==> src/rtl/acp_pkg.sv <==
// shared constants and types of the ascii command parser
package acp_pkg;

  localparam int CLK_MHZ        = 200;
  localparam int TURN_STEP_MS   = 10;
  localparam int TURN_STEP_CYC  = TURN_STEP_MS * 1000 * CLK_MHZ;
  localparam int LOAD_HOLD_MS   = 3000;
  localparam int LOAD_HOLD_CYC  = LOAD_HOLD_MS * 1000 * CLK_MHZ;

  localparam logic [13:0] VALUE_MAX     = 14'h270f;
  localparam logic [13:0] SEL_MAX       = 14'h000f;
  localparam logic [13:0] ADDR_MAX      = 14'h0063;
  localparam logic [6:0]  ADDR_BCAST    = 7'h00;
  localparam logic [8:0]  BLOCK_LAST    = 9'h1ff;
  localparam logic [2:0]  NAME_LEN      = 3'h4;
  localparam logic [13:0] PROG_FIRST    = 14'h0001;
  localparam logic [13:0] PROG_LAST     = 14'h0006;
  localparam logic [2:0]  BAUD_MIN      = 3'h1;
  localparam logic [2:0]  BAUD_MAX      = 3'h5;
  localparam logic [2:0]  BAUD_RESET    = 3'h1;
  localparam logic [5:0]  TURN_MIN      = 6'h01;
  localparam logic [5:0]  TURN_MAX      = 6'h32;
  localparam logic [3:0]  REPLY_VAL_END = 4'h9;
  localparam logic [3:0]  REPLY_YN_END  = 4'h1;

  localparam logic [7:0] CHR_CR    = 8'h0d;
  localparam logic [7:0] CHR_COMMA = 8'h2c;
  localparam logic [7:0] CHR_SPACE = 8'h20;
  localparam logic [7:0] CHR_BANG  = 8'h21;
  localparam logic [7:0] CHR_QUERY = 8'h3f;
  localparam logic [7:0] CHR_EQUAL = 8'h3d;
  localparam logic [7:0] CHR_0     = 8'h30;
  localparam logic [7:0] CHR_9     = 8'h39;
  localparam logic [7:0] CHR_A     = 8'h41;
  localparam logic [7:0] CHR_Z     = 8'h5a;
  localparam logic [7:0] CHR_Y     = 8'h59;
  localparam logic [7:0] CHR_N     = 8'h4e;

  localparam logic [15:0] CMD_SET_TARGET     = 16'h5350;
  localparam logic [15:0] CMD_WRITE_PARAM    = 16'h5356;
  localparam logic [15:0] CMD_LABEL_PROGRAM  = 16'h4e50;
  localparam logic [15:0] CMD_SELECT_PROGRAM = 16'h4350;
  localparam logic [15:0] CMD_READ_PARAM     = 16'h5256;

  typedef enum logic [7:0] {
    ST_IDLE  = 8'h01,
    ST_CMD2  = 8'h02,
    ST_ADDR  = 8'h04,
    ST_FIELD = 8'h08,
    ST_NAME  = 8'h10,
    ST_SKIP  = 8'h20,
    ST_EXEC  = 8'h40,
    ST_WAIT  = 8'h80
  } acp_state_t;

  typedef enum logic [3:0] {
    CFG_IDLE  = 4'h1,
    CFG_ARMED = 4'h2,
    CFG_HOLD  = 4'h4,
    CFG_STEP  = 4'h8
  } acp_cfg_t;

  typedef enum logic [2:0] {
    RS_IDLE = 3'h1,
    RS_WAIT = 3'h2,
    RS_SEND = 3'h4
  } acp_rstate_t;

  typedef enum logic [1:0] {
    RPL_YES   = 2'h0,
    RPL_NO    = 2'h1,
    RPL_VALUE = 2'h2
  } acp_reply_t;

endpackage : acp_pkg

==> src/rtl/acp_reply.sv <==
// reply sender: turnaround wait, then Y, N or value,point characters ending in CR
module acp_reply #(
  parameter int STEP_CYC = acp_pkg::TURN_STEP_CYC
) (
  input  wire logic              clk,
  input  wire logic              rst_n,
  input  wire logic              start,
  input  wire acp_pkg::acp_reply_t kind,
  input  wire logic [13:0]       value,
  input  wire logic [2:0]        dp,
  input  wire logic [5:0]        turn,
  input  wire logic              tx_ready,
  output logic      [7:0]        tx_data,
  output logic                   tx_valid,
  output logic                   busy
);

  typedef struct packed {
    acp_pkg::acp_rstate_t st;
    acp_pkg::acp_reply_t  kind;
    logic [13:0]          val;
    logic [2:0]           dp;
    logic [5:0]           units;
    logic [31:0]          cyc;
    logic [3:0]           idx;
    logic [7:0]           data;
  } acp_rpl_t;

  acp_rpl_t q, n;

  function automatic logic [7:0] dec_char(input logic [13:0] v, input logic [1:0] pos);
    logic [13:0] s;
    case (pos)
      2'd3:    s = v / 14'd1000;
      2'd2:    s = v / 14'd100;
      2'd1:    s = v / 14'd10;
      default: s = v;
    endcase
    s = s % 14'd10;
    return acp_pkg::CHR_0 + s[7:0];
  endfunction : dec_char

  function automatic logic [7:0] char_at(input acp_rpl_t r, input logic [3:0] i);
    logic [7:0] c;
    c = acp_pkg::CHR_CR;
    if (r.kind == acp_pkg::RPL_VALUE) begin
      // both numbers always go out as four digits with leading zeros
      if (i < 4'd4)
        c = dec_char(r.val, 2'(3 - i));
      else if (i == 4'd4)
        c = acp_pkg::CHR_COMMA;
      else if (i < 4'd9)
        c = dec_char({11'h000, r.dp}, 2'(8 - i));
    end else if (i == 4'd0) begin
      c = (r.kind == acp_pkg::RPL_YES) ? acp_pkg::CHR_Y : acp_pkg::CHR_N;
    end
    return c;
  endfunction : char_at

  logic [3:0] last;

  always_comb begin
    n    = q;
    // every reply stops at its CR, no linefeed follows
    last = (q.kind == acp_pkg::RPL_VALUE) ? acp_pkg::REPLY_VAL_END : acp_pkg::REPLY_YN_END;
    unique case (q.st)
      acp_pkg::RS_IDLE: begin
        if (start) begin
          n.st   = acp_pkg::RS_WAIT;
          n.kind = kind;
          n.val  = value;
          n.dp   = dp;
          n.cyc  = 32'h0;
          // settings outside 1..50 are clamped rather than trusted
          if (turn < acp_pkg::TURN_MIN)
            n.units = acp_pkg::TURN_MIN;
          else if (turn > acp_pkg::TURN_MAX)
            n.units = acp_pkg::TURN_MAX;
          else
            n.units = turn;
        end
      end
      acp_pkg::RS_WAIT: begin
        // turnaround delay of units times 10 ms before the first character
        n.cyc = q.cyc + 32'h1;
        if (q.cyc == 32'(STEP_CYC - 1)) begin
          n.cyc   = 32'h0;
          n.units = q.units - 6'h01;
          if (q.units == 6'h01) begin
            n.st   = acp_pkg::RS_SEND;
            n.idx  = 4'h0;
            n.data = char_at(q, 4'h0);
          end
        end
      end
      acp_pkg::RS_SEND: begin
        if (tx_ready) begin
          if (q.idx == last) begin
            n.st = acp_pkg::RS_IDLE;
          end else begin
            n.idx  = q.idx + 4'h1;
            n.data = char_at(q, q.idx + 4'h1);
          end
        end
      end
    endcase
  end

  always_ff @(posedge clk) begin
    if (!rst_n) begin
      q <= '{st: acp_pkg::RS_IDLE, kind: acp_pkg::RPL_NO, default: '0};
    end else begin
      q <= n;
    end
  end

  assign tx_data  = q.data;
  assign tx_valid = (q.st == acp_pkg::RS_SEND);
  assign busy     = (q.st != acp_pkg::RS_IDLE);

endmodule : acp_reply

==> src/rtl/acp_parser.sv <==
// addressed ascii command parser with config download sequencer
// Notes on behaviour
// - keep digits, capitals, comma, CR; extra symbols and space only inside names.
// - numbers come without point; the fixed-point format is applied downstream.
// - leading zeros in a number change nothing.
// - message is two capitals, address, comma, fields, CR, no trailing comma.
// - address 0 to 99; address 0 is obeyed by every unit.
// - own address zero means every message is ignored.
// - CR ends and triggers a message; linefeeds are ignored.
// - replies end in CR alone, never a linefeed.
// - good write answers Y then CR, failed command answers N then CR.
// - target setting accepted only within the program's lower and upper limits.
// - target and program writes are volatile; reset restores stored values.
// - parameter write takes page, item, value; out-of-range value is refused.
// - program name is exactly four characters, space allowed.
// - program change by number within configured minimum and maximum.
// - read answers value, comma, point code, CR; four digits with zeros.
// - point code is the number of digits after the displayed point.
// - page zero monitor items are readable over this serial path.
// - armed unit waits for save, three seconds, steps blocks 0 to 511, adopts.
// - failed transfer shows an error instead of adopting the configuration.
// - baud setting 1 to 5 takes effect only after power-up.
// - wait the turnaround delay, 1 to 50 times 10 ms, before replying.
module acp_parser #(
  parameter int TURN_STEP_CYC = acp_pkg::TURN_STEP_CYC,
  parameter int LOAD_HOLD_CYC = acp_pkg::LOAD_HOLD_CYC
) (
  input  wire logic        CLK_SYS,
  input  wire logic        RESET_N,
  input  wire logic [7:0]  RX_DATA,
  input  wire logic        RX_VALID,
  output logic      [7:0]  TX_DATA,
  output logic             TX_VALID,
  input  wire logic        TX_READY,
  input  wire logic [6:0]  NET_ADDR,
  input  wire logic [2:0]  BAUD_SETTING,
  output logic      [2:0]  BAUD_SEL,
  input  wire logic [5:0]  TURNAROUND,
  input  wire logic [13:0] STORED_TARGET,
  input  wire logic [2:0]  STORED_PROGRAM,
  input  wire logic [13:0] TARGET_LO,
  input  wire logic [13:0] TARGET_HI,
  input  wire logic [2:0]  PROG_MIN,
  input  wire logic [2:0]  PROG_MAX,
  output logic      [13:0] TARGET,
  output logic      [2:0]  PROGRAM,
  output logic             PARAM_REQ,
  output logic             PARAM_WRITE,
  output logic      [3:0]  PARAM_PAGE,
  output logic      [3:0]  PARAM_ITEM,
  output logic      [13:0] PARAM_WDATA,
  input  wire logic        PARAM_ACK,
  input  wire logic        PARAM_OK,
  input  wire logic [13:0] PARAM_RDATA,
  input  wire logic [2:0]  PARAM_DP,
  output logic             NAME_WR,
  output logic      [2:0]  NAME_PROG,
  output logic      [31:0] NAME_TEXT,
  input  wire logic        LOAD_ARM,
  input  wire logic        SAVE_SEEN,
  input  wire logic        BLOCK_STROBE,
  input  wire logic        BLOCK_ERR,
  output logic      [8:0]  BLOCK_COUNT,
  output logic             CFG_ADOPT,
  output logic             CFG_FAIL
);

  typedef struct packed {
    acp_pkg::acp_state_t st;
    logic                loaded;
    logic [15:0]         cmd;
    logic [6:0]          addr;
    logic                addr_ok;
    logic [13:0]         acc;
    logic                ndig;
    logic [1:0]          fidx;
    logic [2:0][13:0]    fld;
    logic [31:0]         name;
    logic [2:0]          nlen;
    logic                err;
    logic [13:0]         target;
    logic [2:0]          prog;
    logic [2:0]          baud;
    logic                name_wr;
    logic                param_req;
    logic                param_wr;
    logic                rpl_start;
    acp_pkg::acp_reply_t rpl_kind;
    logic [13:0]         rpl_val;
    logic [2:0]          rpl_dp;
    acp_pkg::acp_cfg_t   cfg;
    logic [29:0]         hold;
    logic [8:0]          blk;
    logic                cfg_bad;
    logic                cfg_adopt;
    logic                cfg_fail;
  } acp_ctl_t;

  acp_ctl_t q, n;
  logic     rpl_busy;

  function automatic logic is_digit(input logic [7:0] c);
    return (c >= acp_pkg::CHR_0) && (c <= acp_pkg::CHR_9);
  endfunction : is_digit

  function automatic logic is_upper(input logic [7:0] c);
    return (c >= acp_pkg::CHR_A) && (c <= acp_pkg::CHR_Z);
  endfunction : is_upper

  // decimal shift-in; the digit string is taken as a plain integer
  function automatic logic [14:0] push_digit(input logic [13:0] acc, input logic [7:0] c);
    logic [17:0] v;
    v = 18'(acc) * 18'd10 + 18'(c - acp_pkg::CHR_0);
    return {v > 18'(acp_pkg::VALUE_MAX), v[13:0]};
  endfunction : push_digit

  logic        is_dig;
  logic        is_up;
  logic        is_com;
  logic        is_cr;
  logic        is_sym;
  logic        addressed;
  logic        bcast;
  logic        ok;
  logic        wait_store;
  logic [14:0] pushed;

  always_comb begin
    n            = q;
    n.name_wr    = 1'b0;
    n.rpl_start  = 1'b0;
    n.cfg_adopt  = 1'b0;
    ok           = 1'b0;
    wait_store   = 1'b0;
    is_dig       = is_digit(RX_DATA);
    is_up        = is_upper(RX_DATA);
    is_com       = (RX_DATA == acp_pkg::CHR_COMMA);
    is_cr        = (RX_DATA == acp_pkg::CHR_CR);
    is_sym       = (RX_DATA == acp_pkg::CHR_SPACE) || (RX_DATA == acp_pkg::CHR_BANG) ||
                   (RX_DATA == acp_pkg::CHR_QUERY) || (RX_DATA == acp_pkg::CHR_EQUAL);
    pushed       = push_digit(q.acc, RX_DATA);
    bcast        = (q.addr == acp_pkg::ADDR_BCAST);
    addressed    = q.addr_ok && (NET_ADDR != acp_pkg::ADDR_BCAST) &&
                   (bcast || (q.addr == NET_ADDR));

    // stored values come back once after reset; later writes never reach the store
    if (!q.loaded) begin
      n.loaded = 1'b1;
      n.target = STORED_TARGET;
      n.prog   = STORED_PROGRAM;
      if (BAUD_SETTING >= acp_pkg::BAUD_MIN && BAUD_SETTING <= acp_pkg::BAUD_MAX)
        n.baud = BAUD_SETTING;
    end

    // linefeeds and any other character fall through without effect
    if (RX_VALID && (q.st != acp_pkg::ST_EXEC) && (q.st != acp_pkg::ST_WAIT)) begin
      unique case (q.st)
        acp_pkg::ST_IDLE: begin
          if (is_up) begin
            n.st      = acp_pkg::ST_CMD2;
            n.cmd     = {RX_DATA, 8'h00};
            n.addr_ok = 1'b0;
            n.err     = 1'b0;
            n.acc     = 14'h0;
            n.ndig    = 1'b0;
            n.fidx    = 2'h0;
            n.nlen    = 3'h0;
          end
        end
        acp_pkg::ST_CMD2: begin
          if (is_up) begin
            n.st     = acp_pkg::ST_ADDR;
            n.cmd    = {q.cmd[15:8], RX_DATA};
          end else if (is_cr) begin
            n.st = acp_pkg::ST_IDLE;
          end else if (is_dig || is_com) begin
            n.st = acp_pkg::ST_SKIP;
          end
        end
        acp_pkg::ST_ADDR: begin
          if (is_dig) begin
            n.acc  = pushed[13:0];
            n.ndig = 1'b1;
            if (pushed[14])
              n.st = acp_pkg::ST_SKIP;
          end else if (is_com) begin
            if (!q.ndig || q.acc > acp_pkg::ADDR_MAX) begin
              n.st = acp_pkg::ST_SKIP;
            end else begin
              n.st      = acp_pkg::ST_FIELD;
              n.addr    = q.acc[6:0];
              n.addr_ok = 1'b1;
              n.acc     = 14'h0;
              n.ndig    = 1'b0;
            end
          end else if (is_cr) begin
            n.st = acp_pkg::ST_IDLE;
          end else if (is_up) begin
            n.st = acp_pkg::ST_SKIP;
          end
        end
        acp_pkg::ST_FIELD: begin
          if (is_dig) begin
            n.acc  = pushed[13:0];
            n.ndig = 1'b1;
            if (pushed[14])
              n.st = acp_pkg::ST_SKIP;
          end else if (is_com) begin
            // an empty field is a stray or trailing comma
            if (!q.ndig || q.fidx == 2'h2) begin
              n.st = acp_pkg::ST_SKIP;
            end else begin
              n.fld[q.fidx] = q.acc;
              n.fidx        = q.fidx + 2'h1;
              n.acc         = 14'h0;
              n.ndig        = 1'b0;
              if (q.cmd == acp_pkg::CMD_LABEL_PROGRAM)
                n.st = acp_pkg::ST_NAME;
            end
          end else if (is_cr) begin
            n.fld[q.fidx] = q.acc;
            n.err         = !q.ndig;
            n.st          = acp_pkg::ST_EXEC;
          end else if (is_up) begin
            n.st = acp_pkg::ST_SKIP;
          end
        end
        acp_pkg::ST_NAME: begin
          if (is_dig || is_up || is_sym) begin
            if (q.nlen == acp_pkg::NAME_LEN) begin
              n.err = 1'b1;
            end else begin
              n.name = {q.name[23:0], RX_DATA};
              n.nlen = q.nlen + 3'h1;
            end
          end else if (is_com) begin
            n.st = acp_pkg::ST_SKIP;
          end else if (is_cr) begin
            n.err = q.err || (q.nlen != acp_pkg::NAME_LEN);
            n.st  = acp_pkg::ST_EXEC;
          end
        end
        acp_pkg::ST_SKIP: begin
          if (is_cr) begin
            n.err = 1'b1;
            n.st  = acp_pkg::ST_EXEC;
          end
        end
        default: ;
      endcase
    end

    if (q.st == acp_pkg::ST_EXEC && !rpl_busy) begin
      n.st = acp_pkg::ST_IDLE;
      if (addressed && !q.err) begin
        case (q.cmd)
          acp_pkg::CMD_SET_TARGET: begin
            if (q.fidx == 2'h0 && q.fld[0] >= TARGET_LO && q.fld[0] <= TARGET_HI) begin
              ok       = 1'b1;
              n.target = q.fld[0];
            end
          end
          acp_pkg::CMD_SELECT_PROGRAM: begin
            if (q.fidx == 2'h0 && q.fld[0] >= 14'(PROG_MIN) && q.fld[0] <= 14'(PROG_MAX)) begin
              ok     = 1'b1;
              n.prog = q.fld[0][2:0];
            end
          end
          acp_pkg::CMD_LABEL_PROGRAM: begin
            if (q.fidx == 2'h1 && q.fld[0] >= acp_pkg::PROG_FIRST &&
                q.fld[0] <= acp_pkg::PROG_LAST) begin
              ok        = 1'b1;
              n.name_wr = 1'b1;
            end
          end
          acp_pkg::CMD_WRITE_PARAM: begin
            // page zero holds monitor items, so writes there are refused
            if (q.fidx == 2'h2 && q.fld[0] != 14'h0 && q.fld[0] <= acp_pkg::SEL_MAX &&
                q.fld[1] <= acp_pkg::SEL_MAX) begin
              wait_store = 1'b1;
              n.param_wr = 1'b1;
            end
          end
          acp_pkg::CMD_READ_PARAM: begin
            if (q.fidx == 2'h1 && q.fld[0] <= acp_pkg::SEL_MAX &&
                q.fld[1] <= acp_pkg::SEL_MAX) begin
              wait_store = 1'b1;
              n.param_wr = 1'b0;
            end
          end
          default: ; // unknown command falls to the N answer
        endcase
      end
      if (wait_store) begin
        n.st        = acp_pkg::ST_WAIT;
        n.param_req = 1'b1;
      end else if (addressed && !bcast) begin
        // broadcasts are obeyed silently so units do not talk over each other
        n.rpl_start = 1'b1;
        n.rpl_kind  = ok ? acp_pkg::RPL_YES : acp_pkg::RPL_NO;
      end
    end

    if (q.st == acp_pkg::ST_WAIT && PARAM_ACK) begin
      n.param_req = 1'b0;
      n.st        = acp_pkg::ST_IDLE;
      n.rpl_start = !bcast;
      n.rpl_val   = PARAM_RDATA;
      n.rpl_dp    = PARAM_DP;
      if (!PARAM_OK)
        n.rpl_kind = acp_pkg::RPL_NO;
      else
        n.rpl_kind = q.param_wr ? acp_pkg::RPL_YES : acp_pkg::RPL_VALUE;
    end

    unique case (q.cfg)
      acp_pkg::CFG_IDLE: begin
        if (LOAD_ARM) begin
          n.cfg      = acp_pkg::CFG_ARMED;
          n.cfg_fail = 1'b0;
        end
      end
      acp_pkg::CFG_ARMED: begin
        if (!LOAD_ARM) begin
          n.cfg = acp_pkg::CFG_IDLE;
        end else if (SAVE_SEEN) begin
          n.cfg  = acp_pkg::CFG_HOLD;
          n.hold = 30'h0;
        end
      end
      acp_pkg::CFG_HOLD: begin
        n.hold = q.hold + 30'h1;
        if (q.hold == 30'(LOAD_HOLD_CYC - 1)) begin
          n.cfg     = acp_pkg::CFG_STEP;
          n.blk     = 9'h000;
          n.cfg_bad = 1'b0;
        end
      end
      acp_pkg::CFG_STEP: begin
        n.cfg_bad = q.cfg_bad || BLOCK_ERR;
        if (BLOCK_STROBE) begin
          if (q.blk == acp_pkg::BLOCK_LAST) begin
            n.cfg       = acp_pkg::CFG_IDLE;
            n.cfg_fail  = q.cfg_bad || BLOCK_ERR;
            n.cfg_adopt = !(q.cfg_bad || BLOCK_ERR);
          end else begin
            n.blk = q.blk + 9'h001;
          end
        end
      end
    endcase
  end

  always_ff @(posedge CLK_SYS) begin
    if (!RESET_N) begin
      q <= '{st: acp_pkg::ST_IDLE, cfg: acp_pkg::CFG_IDLE, rpl_kind: acp_pkg::RPL_NO,
             baud: acp_pkg::BAUD_RESET, default: '0};
    end else begin
      q <= n;
    end
  end

  acp_reply #(
    .STEP_CYC (TURN_STEP_CYC)
  ) u_reply (
    .clk      (CLK_SYS),
    .rst_n    (RESET_N),
    .start    (q.rpl_start),
    .kind     (q.rpl_kind),
    .value    (q.rpl_val),
    .dp       (q.rpl_dp),
    .turn     (TURNAROUND),
    .tx_ready (TX_READY),
    .tx_data  (TX_DATA),
    .tx_valid (TX_VALID),
    .busy     (rpl_busy)
  );

  assign BAUD_SEL    = q.baud;
  assign TARGET      = q.target;
  assign PROGRAM     = q.prog;
  assign PARAM_REQ   = q.param_req;
  assign PARAM_WRITE = q.param_wr;
  assign PARAM_PAGE  = q.fld[0][3:0];
  assign PARAM_ITEM  = q.fld[1][3:0];
  assign PARAM_WDATA = q.fld[2];
  assign NAME_WR     = q.name_wr;
  assign NAME_PROG   = q.fld[0][2:0];
  assign NAME_TEXT   = q.name;
  assign BLOCK_COUNT = q.blk;
  assign CFG_ADOPT   = q.cfg_adopt;
  assign CFG_FAIL    = q.cfg_fail;

endmodule : acp_parser

==> config.mk <==
export PLATFORM = sky130hd
export DESIGN_NAME = acp_parser
export DESIGN_NICKNAME = d
export VERILOG_FILES = /design/src/rtl/acp_pkg.sv /design/src/rtl/acp_reply.sv /design/src/rtl/acp_parser.sv
export SDC_FILE = /design/constraint.sdc
export NUM_CORES = 1
export LEC_CHECK = 0
export BUFFER_PORTS_ARGS = -buffer_cell sky130_fd_sc_hd__buf_4
export CORE_ASPECT_RATIO = 0.75
export CORE_MARGIN = 2
export CORE_UTILIZATION = 63
export DETAILED_ROUTE_END_ITERATION = 8
export HOLD_SLACK_MARGIN = 0.15
export MAX_ROUTING_LAYER = met4
export PLACE_DENSITY = 0.93
export SYNTH_ARGS = -nofsm -noshare
export SYNTH_HDL_FRONTEND = slang
export SYNTH_SLANG_ARGS = --single-unit
export TNS_END_PERCENT = 1
==> constraint.sdc <==
create_clock -name CLK_SYS -period 35.5 [get_ports CLK_SYS]
set_clock_uncertainty 0.15 [all_clocks]
set_input_delay 8.875 -clock CLK_SYS [delete_from_list [all_inputs] [get_ports CLK_SYS]]
set_output_delay 8.875 -clock CLK_SYS [all_outputs]
set_load 0.01 [all_outputs]
==> qor.csv <==
stage,metric,value,unit
pwr,PD cells,26.2,nW/um2
clock_network,number of post-CTS setup repair buffers,0,
yosys,synthesis-stage register bit count,289,
placed_design,Final HPWL DP,56800,um
sta,transition time at the pin with the least slew margin,1.18,ns
die,number of core rows,66,
clock_network,maximum level of the CTS H-tree,1,
clock_network,post-cts sizing count,0,
cells_and_area,fill cell total of the finished layout,3517,
global_routing,met1 usage,45.0,%
setup_path,kind of critical path,flip-flop to flip-flop,
yosys,Post-Synthesis Cell Area,27700,um2
global_routing,initial antenna violation count,8,
routing,Residual DRC,0,
pwr,leak pwr,12.6,nW
clock_network,clock network latency to the later pin of the worst-skew pair,0.57,ns
yosys,count of synthesis-stage warnings from yosys,0,
global_routing,total track usage,33.4,%
setup_path,worst stage delay on the critical path,0.90,ns
setup_path,"Arr. time, crit path",28.90,ns
sta,total of endpoints with negative setup slack in the final report,0,
global_routing,largest net degree at the start of global routing,101,
cells_and_area,post-synthesis to final-layout area growth,8.23,%
yosys,count of flip-flops with a built-in enable after synthesis,0,
routing,Antenna Violating Nets Remaining,0,
yosys,ys async rst share,0,%
routing,Iter 0 DRT Violations,2646,
sta,fin worst setup slack,6.94,ns
clock_network,total number of clock tree sinks,289,
pwr,worst vdd rail ir drop,0.0323,mV
die,die extent in y,186,um
routing,vias per std cell,6.42,
yosys,syn_area_per_cell,7.31,um2
setup_path,cell mode on critical path,sky130_fd_sc_hd__ha_1,
routing,first-pass iteration count of the detailed router,6,
global_routing,GRT overflow,0,
cells_and_area,net total in the final layout,4137,
clock_network,Clock Pin Slew Worst Setup and Hold Paths,0.06,ns
setup_path,critical path data required time,35.84,ns
run,number of violations of the max-capacitance limit,0,
placed_design,total cell area at the placement stage,28800,um2
global_routing,met2 Resource Use GR,50.8,%
routing,Routed WL per cell,17.5,um
clock_network,Max Buffers Root-to-Sink,3,
sta,Final Hold Viols,0,
sta,part of the cycle the worst path needs,80.5,%
routing,detailed-route via count,28303,
setup_path,kind of capture point of the worst setup path,flip-flop,
clock_network,clock buffer count from CTS,31,
clock_network,CTS tree,yes,
sta,unrepaired setup endpoints after global routing,no,
yosys,Syn Inst Count,3789,
sta,maximum clock frequency,0.0350,GHz
cells_and_area,final core utilization,69.1,%
global_routing,number of global-route vias before repair,25925,
routing,"wirelength, routed",77200,um
die,io pins,202,
die,die width,246,um
setup_path,CP Launch Type,flip-flop,
global_routing,first-pass GRT wire length,126000,um
min_path,Hold/Removal Path Class,flip-flop to flip-flop,
sta,final critical path time including I/O delays and setup,28.56,ns
die,DIE AREA,45700,um2
yosys,Yosys cell types,109,
placed_design,buffers added on ports,201,
sta,number of pins exceeding their max-slew limit in the final report,0,
sta,Slew headroom,21.0,%
global_routing,global routing usage on met3,4.99,%
cells_and_area,area of combinational cells with multiple inputs,20100,um2
cells_and_area,area taken by flip-flops and latches,5790,um2
setup_path,Slowest cell on crit path,sky130_fd_sc_hd__o2111ai_1,
die,placeable core region,43400,um2
sta,setup_tns,0,ns
cells_and_area,"final std cell area, no fill",30000,um2
clock_network,clock root cell,sky130_fd_sc_hd__clkbuf_16,
global_routing,layer with the highest usage,met2,
yosys,sequential cell area fraction in the yosys report,20.9,%
placed_design,final weighted congestion in routability-driven placement,1.01,
cells_and_area,share of final-layout standard cells stronger than drive strength 1,9.78,%
die,starting utilization of the core area,63.9,%
placed_design,Placement Setup Slack,7.53,ns
setup_path,Crit Path Max Fanout,49,
outcome,outcome,"finished, final reports clean",
clock_network,number of hold buffers added after cts,0,
yosys,most used flip-flop cell after synthesis,sky130_fd_sc_hd__dfxtp_1,
[final cells by class]
type	instances	area share (%)
multi-input combinational	3114	67.1
sequential	289	19.3
timing repair buffer	219	5.49
clock buffer	40	2.80
tap	578	2.41
inverter	146	1.83
clock inverter	15	1.03
antenna	7	0.0584
[layer usage]
| metal | wire, um | up-vias |
|---|---|---|
| met5 | 0 | - |
| met4 | 2610 | 0 |
| met3 | 6950 | 180 |
| met2 | 33300 | 1287 |
| met1 | 34300 | 13126 |
| li1 | - | 13710 |
[cells in the mapped netlist (all sizes together) (25+ instances only)]
cell	instances	area share [%]
dfxtp	289	21
nor3	97	1.8
mux2i	61	2.2
a21oi	234	4.3
or2	29	0.66
nand2b	49	1.1
a21boi	119	3.2
a31oi	45	1.1
nor2b	69	1.6
inv	145	2.0
o21ai	227	4.1
nand3	107	2.0
clkbuf	139	1.9
a211oi	35	0.98
and3	63	1.4
o21a	53	1.5
ha	232	10
nand2	530	7.2
nor4	38	0.86
buf	111	2.8
or3	35	0.79
xor2	63	2.0
and2	49	1.1
nand4	44	1.0
a22oi	49	1.3
o211ai	34	0.98
xnor2	89	2.8
mux2	25	1.0
nor2	345	4.7
a21o	38	1.1
[path summary, 6_finish.rpt]
check                                  from                         endpoint  slack, ns  depth (start not counted)
hold / removal           q[48]$_SDFFE_PN0P_       u_reply.q[52]$_SDFFE_PN0P_       0.31                          2
setup / recovery  u_reply.q[8]$_SDFFE_PN0P_  u_reply.tx_data[5]$_SDFFE_PN0P_       6.94                        105
setup reg to reg  u_reply.q[8]$_SDFFE_PN0P_  u_reply.tx_data[5]$_SDFFE_PN0P_       6.94                        105
hold reg to reg          q[48]$_SDFFE_PN0P_       u_reply.q[52]$_SDFFE_PN0P_       0.31                          2
[per-stage QoR]
step                      hold slack, ns  std cells  power, mW
after floorplan                    0.282       3799      0.394
after global placement             0.293       4346      0.418
after detailed placement           0.304       4346      0.420
after CTS                          0.311       4401      0.783
after global routing               0.337       4408      0.806
final                              0.313       4408      0.784
[power by group]
group | internal, mW | switching [mW]
Combinational | 0.0337 | 0.0461
Sequential | 0.330 | 0.00668
Clock | 0.231 | 0.137
[placed cells by master, fill, tap and decap left out, types with 63 or more instances in the layout]
cell	instances
sky130_fd_sc_hd__a21boi_0	115
sky130_fd_sc_hd__a21oi_1	232
sky130_fd_sc_hd__and3_1	63
sky130_fd_sc_hd__buf_4	219
sky130_fd_sc_hd__dfxtp_1	289
sky130_fd_sc_hd__ha_1	231
sky130_fd_sc_hd__inv_1	144
sky130_fd_sc_hd__nand2_1	530
sky130_fd_sc_hd__nand3_1	106
sky130_fd_sc_hd__nor2_1	344
sky130_fd_sc_hd__nor2b_1	69
sky130_fd_sc_hd__nor3_1	96
sky130_fd_sc_hd__o21ai_0	210
sky130_fd_sc_hd__xnor2_1	89
sky130_fd_sc_hd__xor2_1	63
[worst max-delay path: cells and delay by family (launching register included)]
kind	cells	cell delay, ns
DFF	1	0.52
and+or+nand+nor	32	7.51
muxes	5	1.99
buffers and inverters	6	1.53
adders and majority gates	15	4.99
AOI/OAI and AO/OA	46	11.62
xor gates and xnor gates	1	0.14
[cells by family (layout without fill, tap and decap cells)]
| logic type | count (synthesis) | in the layout | synth area share, % |
|---|---|---|---|
| fa+ha+maj | 236 | 236 | 10.7 |
| xor+xnor | 152 | 152 | 4.81 |
| other cells | 1 | 18 | 0.0135 |
| mux | 86 | 86 | 3.25 |
| simple gates | 1534 | 1534 | 26.5 |
| flops | 289 | 289 | 20.9 |
| compound gates | 1095 | 1095 | 27.1 |
| buf+inv | 396 | 420 | 6.70 |
(Power assumes the default switching activity.)
